==> src/pct_pkg.sv <==
// Package for the second PHY control register block
package pct_pkg;
  localparam int unsigned PCT_ADDR_W = 5;
  localparam int unsigned PCT_DATA_W = 16;
  localparam logic [4:0] PCT_CTL_ONE_ADDR = 5'h09;
  localparam logic [4:0] PCT_CTL_TWO_ADDR = 5'h0A;
  // Field positions of phy_control_two
  localparam int unsigned PCT_FAR_DROP_BIT = 15;
  localparam int unsigned PCT_FX_EN_BIT = 14;
  localparam int unsigned PCT_PD_FAST_BIT = 6;
  localparam int unsigned PCT_EXT_FD_BIT = 5;
  localparam int unsigned PCT_LED_ENH_BIT = 4;
  localparam int unsigned PCT_ISO_MII_BIT = 3;
  localparam int unsigned PCT_IDLE_ERR_BIT = 2;
  localparam int unsigned PCT_ODD_DIS_BIT = 1;
  localparam int unsigned PCT_RMII_CLK_BIT = 0;
  // Field positions of phy_control_one used here
  localparam int unsigned PCT_FAST_MDIX_BIT = 6;
  localparam int unsigned PCT_ROB_MDIX_BIT = 5;
  // Reset values; reserved 13:7 reset to 000_0010
  localparam logic [15:0] PCT_CTL_TWO_RST = 16'h0100;
  localparam logic [15:0] PCT_CTL_ONE_RST = 16'h0000;
  localparam logic [15:0] PCT_CTL_ONE_MASK = 16'hFFFE;
  localparam logic [15:0] PCT_UNMAPPED_RD = 16'h0000;
endpackage

==> src/pct_sync2.sv <==
// Two-flop synchroniser for pin levels
`timescale 1ns/100ps
`default_nettype none
module pct_sync2 #(
  parameter int unsigned W = 1
) (
  input wire logic ref_clk, // Clock
  input wire logic arst_n, // Async reset, active low
  input wire logic [W-1:0] d, // Asynchronous level
  output logic [W-1:0] q // Synchronised level
);
  logic [W-1:0] meta;

  // First stage feeds only the second
  always_ff @(posedge ref_clk or negedge arst_n)
  begin
    if (!arst_n)
    begin
      meta <= '0;
      q <= '0;
    end
    else
    begin
      meta <= d;
      q <= meta;
    end
  end
endmodule
`default_nettype wire

==> src/pct_top.sv <==
// Second PHY control register and the behaviour its bits steer
`timescale 1ns/100ps
`default_nettype none
// Operation
// - Far-end drop: TX off after 100M link loss
// - Fiber enable strapped at reset, writable later
// - Speed-up bit shortens parallel detect link-up
// - Speed-up forced set by fast/robust crossover
// - Extended duplex forces full against forced TX
// - Otherwise duplex follows standard resolution
// - Enhanced LED: lit only 100TX full duplex
// - Enhanced LED suppresses activity blinking
// - Isolate MII on 100 half or 10
// - Idle bit enables idle symbol error detection
// - Odd-nibble bit set disables odd detection
// - Odd nibble extends TX_EN one cycle, error
// - RMII clock bit set: sample on RX_CLK
// - Clear: sample on reference clock input
// - Robust crossover bit in first control register
module pct_top
  import pct_pkg::*;
(
  input wire logic ref_clk, // Reference clock, 200 MHz
  input wire logic arst_n, // Async reset, active low
  input wire logic [pct_pkg::PCT_ADDR_W-1:0] reg_addr, // Register address
  input wire logic [pct_pkg::PCT_DATA_W-1:0] reg_wdata, // Write data
  input wire logic reg_wr, // Write strobe
  input wire logic reg_rd, // Read strobe
  output logic [pct_pkg::PCT_DATA_W-1:0] reg_rdata, // Read data, cycle after strobe
  input wire logic strap_fx, // Fiber strap pin
  input wire logic link_up, // Link established
  input wire logic speed_100, // Link at 100 Mbps
  input wire logic an_enable, // Auto-negotiation on
  input wire logic partner_forced_100, // Partner parallel-detected as forced 100TX
  input wire logic std_full_duplex, // Duplex from standard resolution
  input wire logic activity, // TX or RX activity
  input wire logic rx_idle, // Receiver in idle
  input wire logic rx_sym_err, // Invalid symbol seen
  input wire logic tx_en_in, // MAC transmit enable
  input wire logic tx_er_in, // MAC transmit error
  input wire logic tx_clk_en, // One-cycle pulse per TX clock
  input wire logic tx_odd_nibble, // Frame ends on odd nibble
  input wire logic rx_clk_tick, // Pulse on receive clock edge
  input wire logic ref_in_tick, // Pulse on reference input edge
  input wire logic [1:0] rmii_rxd_in, // RMII receive data source
  output logic fx_mode, // 100BASE-FX selected
  output logic pd_fast, // Shortened parallel detect link-up
  output logic full_duplex, // Resolved duplex
  output logic tx_disable, // Transmitter off
  output logic led_link, // Link LED, active high
  output logic mii_isolate, // MII outputs isolated
  output logic idle_err, // Idle symbol error pulse
  output logic tx_en_out, // Transmit enable after extension
  output logic tx_er_out, // Transmit error after extension
  output logic [1:0] rmii_rxd // Sampled RMII data
);
  import pct_pkg::*;

  // Strap capture sequence: two cycles settle the synchroniser, the third loads.
  // Loading earlier would take the synchroniser's reset value instead of the pin.
  typedef enum logic [3:0] {
    PCT_ST_SYNC1 = 4'b0001,
    PCT_ST_SYNC2 = 4'b0010,
    PCT_ST_LOAD = 4'b0100,
    PCT_ST_DONE = 4'b1000
  } pct_strap_e;

  logic [15:0] ctl_one;
  logic [15:0] ctl_two;
  logic strap_q;
  logic strap_open;
  pct_strap_e strap_st;
  pct_strap_e next_strap_st;
  logic tx_en_d;
  logic odd_d;
  logic odd_end;
  logic blink;
  logic [23:0] blink_cnt;
  logic [15:0] next_rdata;
  logic [15:0] next_ctl_one;
  logic [15:0] next_ctl_two;

  // Register index match, shared by the write and the read paths
  function automatic logic addr_hit(input logic [PCT_ADDR_W-1:0] a, input logic [4:0] idx);
    return a == idx;
  endfunction

  // Strap pin is asynchronous: synchronise before use
  pct_sync2 #(.W(1)) u_strap (
    .ref_clk(ref_clk),
    .arst_n(arst_n),
    .d(strap_fx),
    .q(strap_q)
  );

  wire sel_one = addr_hit(reg_addr, PCT_CTL_ONE_ADDR);
  wire sel_two = addr_hit(reg_addr, PCT_CTL_TWO_ADDR);
  wire mdix_fast = ctl_one[PCT_FAST_MDIX_BIT] | ctl_one[PCT_ROB_MDIX_BIT];

  // Strap sequence advances one state per clock until the fiber bit is loaded
  always_comb
  begin
    next_strap_st = strap_st;
    case (strap_st)
      PCT_ST_SYNC1: next_strap_st = PCT_ST_SYNC2;
      PCT_ST_SYNC2: next_strap_st = PCT_ST_LOAD;
      PCT_ST_LOAD: next_strap_st = PCT_ST_DONE;
      PCT_ST_DONE: next_strap_st = PCT_ST_DONE;
      default: next_strap_st = PCT_ST_SYNC1;
    endcase
  end

  // Copy window stays open until the synchronised strap has been taken
  assign strap_open = (strap_st != PCT_ST_DONE);

  // Strap state register; software writes to the fiber bit win once it is done
  always_ff @(posedge ref_clk or negedge arst_n)
  begin
    if (!arst_n)
    begin
      strap_st <= PCT_ST_SYNC1;
    end
    else
    begin
      strap_st <= next_strap_st;
    end
  end

  // Write merge: crossover modes hold speed-up set
  always_comb
  begin
    next_ctl_two = ctl_two;
    if (reg_wr && sel_two)
    begin
      next_ctl_two = reg_wdata;
    end
    if (mdix_fast)
    begin
      next_ctl_two[PCT_PD_FAST_BIT] = 1'b1;
    end
    if (strap_open)
    begin
      next_ctl_two[PCT_FX_EN_BIT] = strap_q;
    end
  end

  // Read mux; unmapped addresses read zero
  always_comb
  begin
    if (sel_two)
    begin
      next_rdata = ctl_two;
    end
    else if (sel_one)
    begin
      next_rdata = ctl_one;
    end
    else
    begin
      next_rdata = PCT_UNMAPPED_RD;
    end
  end

  // First control word: bit 0 stays clear, everything else is writable
  always_comb
  begin
    next_ctl_one = ctl_one;
    if (reg_wr && sel_one)
    begin
      next_ctl_one = reg_wdata & PCT_CTL_ONE_MASK;
    end
  end

  // First control word register
  always_ff @(posedge ref_clk or negedge arst_n)
  begin
    if (!arst_n)
    begin
      ctl_one <= PCT_CTL_ONE_RST;
    end
    else
    begin
      ctl_one <= next_ctl_one;
    end
  end

  // Second control word register; the strap sequence gates its fiber bit
  always_ff @(posedge ref_clk or negedge arst_n)
  begin
    if (!arst_n)
    begin
      ctl_two <= PCT_CTL_TWO_RST;
    end
    else
    begin
      ctl_two <= next_ctl_two;
    end
  end

  // Read data stand one cycle after the strobe and read zero otherwise
  always_ff @(posedge ref_clk or negedge arst_n)
  begin
    if (!arst_n)
    begin
      reg_rdata <= 16'h0000;
    end
    else
    begin
      reg_rdata <= reg_rd ? next_rdata : 16'h0000;
    end
  end

  // Mode bits feed their consumers straight from the register
  assign fx_mode = ctl_two[PCT_FX_EN_BIT];
  assign pd_fast = ctl_two[PCT_PD_FAST_BIT];

  // Extended full duplex: local side negotiating or forced 100, partner forced 100TX
  wire ext_case = ctl_two[PCT_EXT_FD_BIT] & partner_forced_100 &
                  (an_enable | speed_100) & ~fx_mode;
  assign full_duplex = ext_case ? 1'b1 : std_full_duplex;

  // Far-end drop: TX held off while a 100M link is down, so the peer drops too.
  // Level based, so the transmitter comes back as soon as the link returns.
  assign tx_disable = ctl_two[PCT_FAR_DROP_BIT] & speed_100 & ~link_up;

  // LED blink divider, slow enough to be visible
  always_ff @(posedge ref_clk or negedge arst_n)
  begin
    if (!arst_n)
    begin
      blink_cnt <= 24'h000000;
      blink <= 1'b0;
    end
    else
    begin
      blink_cnt <= blink_cnt + 24'h000001;
      if (blink_cnt == 24'hFFFFFF)
      begin
        blink <= ~blink;
      end
    end
  end

  // Only a copper 100M full-duplex link qualifies for the enhanced LED
  wire tx_fd = link_up & speed_100 & full_duplex & ~fx_mode;
  wire led_enh = ctl_two[PCT_LED_ENH_BIT];
  // Enhanced mode shows link only, no activity blink
  assign led_link = led_enh ? tx_fd : (link_up & ~(activity & blink));

  // Isolation only on an established half-duplex 100 or any 10 link
  assign mii_isolate = ctl_two[PCT_ISO_MII_BIT] & link_up &
                       ((speed_100 & ~full_duplex) | ~speed_100);

  // Idle symbol errors reported only while the detection bit is set
  assign idle_err = ctl_two[PCT_IDLE_ERR_BIT] & rx_idle & rx_sym_err;

  // Odd-nibble extension: the TX clock after an odd frame ends is kept, with error
  wire odd_det = ~ctl_two[PCT_ODD_DIS_BIT] & tx_odd_nibble;
  assign odd_end = tx_en_d & odd_d & ~tx_en_in;

  // History of the previous TX clock, so the extension joins the frame with no gap
  always_ff @(posedge ref_clk or negedge arst_n)
  begin
    if (!arst_n)
    begin
      tx_en_d <= 1'b0;
      odd_d <= 1'b0;
    end
    else if (tx_clk_en)
    begin
      tx_en_d <= tx_en_in;
      odd_d <= odd_det;
    end
  end

  // Transmit outputs advance on TX clock pulses only
  always_ff @(posedge ref_clk or negedge arst_n)
  begin
    if (!arst_n)
    begin
      tx_en_out <= 1'b0;
      tx_er_out <= 1'b0;
    end
    else if (tx_clk_en)
    begin
      tx_en_out <= tx_en_in | odd_end;
      tx_er_out <= tx_er_in | odd_end;
    end
  end

  // RMII data capture on the chosen reference
  wire rmii_tick = ctl_two[PCT_RMII_CLK_BIT] ? rx_clk_tick : ref_in_tick;
  always_ff @(posedge ref_clk or negedge arst_n)
  begin
    if (!arst_n)
    begin
      rmii_rxd <= 2'h0;
    end
    else if (rmii_tick)
    begin
      rmii_rxd <= rmii_rxd_in;
    end
  end
endmodule
`default_nettype wire

==> config.mk <==
export PLATFORM = sky130hd
export DESIGN_NAME = pct_top
export DESIGN_NICKNAME = d
export VERILOG_FILES = /design/src/pct_pkg.sv /design/src/pct_sync2.sv /design/src/pct_top.sv
export SDC_FILE = /design/constraint.sdc
export NUM_CORES = 1
export LEC_CHECK = 0
export BUFFER_PORTS_ARGS = -buffer_cell sky130_fd_sc_hd__buf_2
export CAP_MARGIN = 0
export CORE_UTILIZATION = 61
export CTS_BUF_LIST = sky130_fd_sc_hd__clkbuf_4 sky130_fd_sc_hd__clkbuf_8
export DETAILED_ROUTE_END_ITERATION = 12
export PLACE_DENSITY = 0.88
export SLEW_MARGIN = 20
export SYNTH_ARGS = -nofsm -noshare
export SYNTH_HDL_FRONTEND = slang
export SYNTH_SLANG_ARGS = --single-unit
export TNS_END_PERCENT = 5
==> constraint.sdc <==
create_clock -name ref_clk -period 5.65 [get_ports ref_clk]
set_clock_uncertainty 0.2 [all_clocks]
set_input_delay 0.2825 -clock ref_clk [delete_from_list [all_inputs] [get_ports ref_clk]]
set_output_delay 0.2825 -clock ref_clk [all_outputs]
set_load 0.03 [all_outputs]
==> metrics <==
outcome finished clean; Via Count 2207; worst-case vdd ir drop 0.000207 V; final hold vios 0; die width 76.0 um; Sink Count 84; Rows 26; worst setup margin 3460 ps; PD cells 307 nW/um2; DPL Wire Length around 4200 um; WL per Instance 15.9 um; Max Clock Freq 0.456 GHz; drt total wl approximately 6600 um; post-route setup TNS 0 ps; syn avg cell area 13.6 um2; initial antenna violation count 0; Hold Path Class in -> reg; synthesized area approximately 3300 um2; Root Driver clkbuf_8; slowest stage delay, CP 440 ps; GRT Overall Usage 0.244; most common cell after layout, fill and taps aside dfrtp_1; Startpoint Class flop; crit-path cells a21oi_1 -> or3b_2 -> a21oi_1 -> buf_2; I/O pin total between 60 and 70; Final Max Slew Viols 0; hold buffers post-CTS 21; GP Congestion 0.738; Ant. Diodes 0; final core utilization 0.811; Placeable Area about 5200 um2; RSZ-0062 raised after global routing false; flops & latches, synth 84; number of global-route vias before repair between 2k and 2.5k; CTS tree yes; arrival time at the worst endpoint about 1700 ps; Final period util 0.388; Final #Nets 383; Max Cap Viol 0; Congestion Overflow GR 0; DRT iter0 DRCs 118; Initial Util 0.645; CTS clock-pin slew for the worst setup and hold paths ~80 ps; hold slack between 9 and 10 ps; Post-CTS Setup Bufs 0; Place WS 3520 ps; RR Startpoint blink_cnt[2]; Leak 2.05 nW; Longest Clk Path Bufs 2; Worst-Skew Late Latency between 300 and 400 ps; Vias/cell 5.33; Seq/Total Area, Yosys 0.631; share of layout cells above drive strength 1 0.363; family with the most delay on the worst path simple AND/OR/NAND/NOR gates; Max-slew headroom 0.296; crit end category output port; critical path buffer and inverter count 1; Port Buffers 68; WS Path Type reg -> out; Mapped Cells 245; TritonCTS Buffers 9; first-pass GRT wire length 10800 um; crit path max-delay cell type or3b_2; Slew @ Worst Pin between 1000 and 1500 ps; Post-Syn Nets 288; Die Ht 76.0 um; DRT Pass-1 Iters 4; Critical Path Source ctl_two[5]; Synth Warn # 0; hold path start tx_er_in; drt drc 0; DRT antenna net count 0; total power 1.29 mW; Netlist cell types 35; H-tree depth 3; cell mode on critical path a21oi_1; post-cts resize count 0; most frequent cells in the layout dfrtp_1 (82), buf_2 (67), mux2_2 (32), dlygate4sd3_1 (21), xnor2_1 (17); crit path max fanout 4; largest net degree at the start of global routing 85; # setup viols final 0; area added between synthesis and finish 25.6%; Die ar. between 5000 and 6000 um2; Final Critical Period 2190 ps; Worst EP required 5170 ps
## per-layer routing
metal	GRT usage	routed length, um	vias up
met5	0	0	-
met4	0.110	159	0
met3	0.0410	213	17
met2	0.415	3270	62
met1	0.310	2940	1061
li1	-	-	1067
## flip-flops by register name, summed over array words and instances (netlist names), 2 cells and up
name,cells
rmii_rxd,2
ctl_two,16
reg_rdata,16
strap_st,4
ctl_one,15
blink_cnt,24
## worst min-delay path, cell delays in order
cell and delay, ps:
buf_2 70, a31oi_1 30, a21oi_1 120
## cell usage after synthesis, drive strengths merged
| master | n | area share |
|---|---|---|
| a21oi | 7 | 0.010 |
| a22o | 15 | 0.039 |
| a31oi | 1 | 0.0019 |
| and2 | 1 | 0.0019 |
| and3 | 5 | 0.0094 |
| and4 | 1 | 0.0030 |
| and4bb | 1 | 0.0037 |
| buf | 4 | 0.0060 |
| clkbuf | 1 | 0.0011 |
| dfrtp | 82 | 0.61 |
| dfstp | 2 | 0.016 |
| ha | 1 | 0.0037 |
| inv | 5 | 0.0056 |
| mux2 | 32 | 0.11 |
| mux2i | 3 | 0.0090 |
| nand2 | 11 | 0.012 |
| nand3 | 6 | 0.0090 |
| nand3b | 3 | 0.0067 |
| nand4 | 10 | 0.019 |
| nand4bb | 1 | 0.0034 |
| nor2 | 11 | 0.012 |
| nor3 | 5 | 0.010 |
| nor3b | 2 | 0.0060 |
| nor4 | 1 | 0.0019 |
| nor4b | 3 | 0.0079 |
| o211ai | 1 | 0.0023 |
| o21ai | 2 | 0.0030 |
| o21bai | 1 | 0.0023 |
| or2 | 1 | 0.0019 |
| or3b | 1 | 0.0026 |
| or4 | 1 | 0.0023 |
| xnor2 | 17 | 0.045 |
| xor2 | 7 | 0.018 |
## worst paths after layout
kind / end / slack, ps / depth (start not counted)
worst max register to register: blink_cnt[21] / 3570 / 4
worst min-delay path: tx_er_out / 10 / 3
max in group asynchronous: reg_rdata[8] / 4410 / 2
worst min register to register: u_strap.q / 170 / 0
min in group asynchronous: tx_en_d / 350 / 2
worst max-delay path: led_link / 3460 / 4
## logic make-up (layout without fill, tap and decap cells)
logic type / count (synthesis) / in the layout / share of synthesized area
adder cells (fa/ha/maj): 1 / 1 / 0.00375
flip-flops: 84 / 84 / 0.631
multiplexers: 35 / 35 / 0.117
XOR/XNOR: 24 / 24 / 0.0630
AND/OR/NAND/NOR: 64 / 64 / 0.114
buffers and inverters: 10 / 109 / 0.0127
AO/OA/AOI/OAI: 27 / 27 / 0.0592
## final cells by class
class | instances | area, um2
inverters | 5 | 18.8
multi-input cells | 151 | 1200
fillers | 292 | 980
repair buffers | 89 | 557
flip-flops and latches | 84 | 2100
clock inverters | 4 | 72.6
well taps | 70 | 87.6
clock buffers | 11 | 151
## power by group
group	switching [mW]	total [mW]	leakage [nW]	internal, mW
clock network	0.198	0.468	0.111	0.270
registers	0.0312	0.683	1.09	0.652
logic	0.0668	0.135	0.853	0.0686
## per-stage QoR
| step | cell area (um2) | cells |
|---|---|---|
| after floorplan | 3340 | 245 |
| after global placement | 3750 | 378 |
| after detailed placement | 3750 | 378 |
| after CTS | 4180 | 414 |
| after global routing | 4190 | 414 |
| final | 4190 | 414 |
Note: power is estimated with default switching activity, not from simulation.
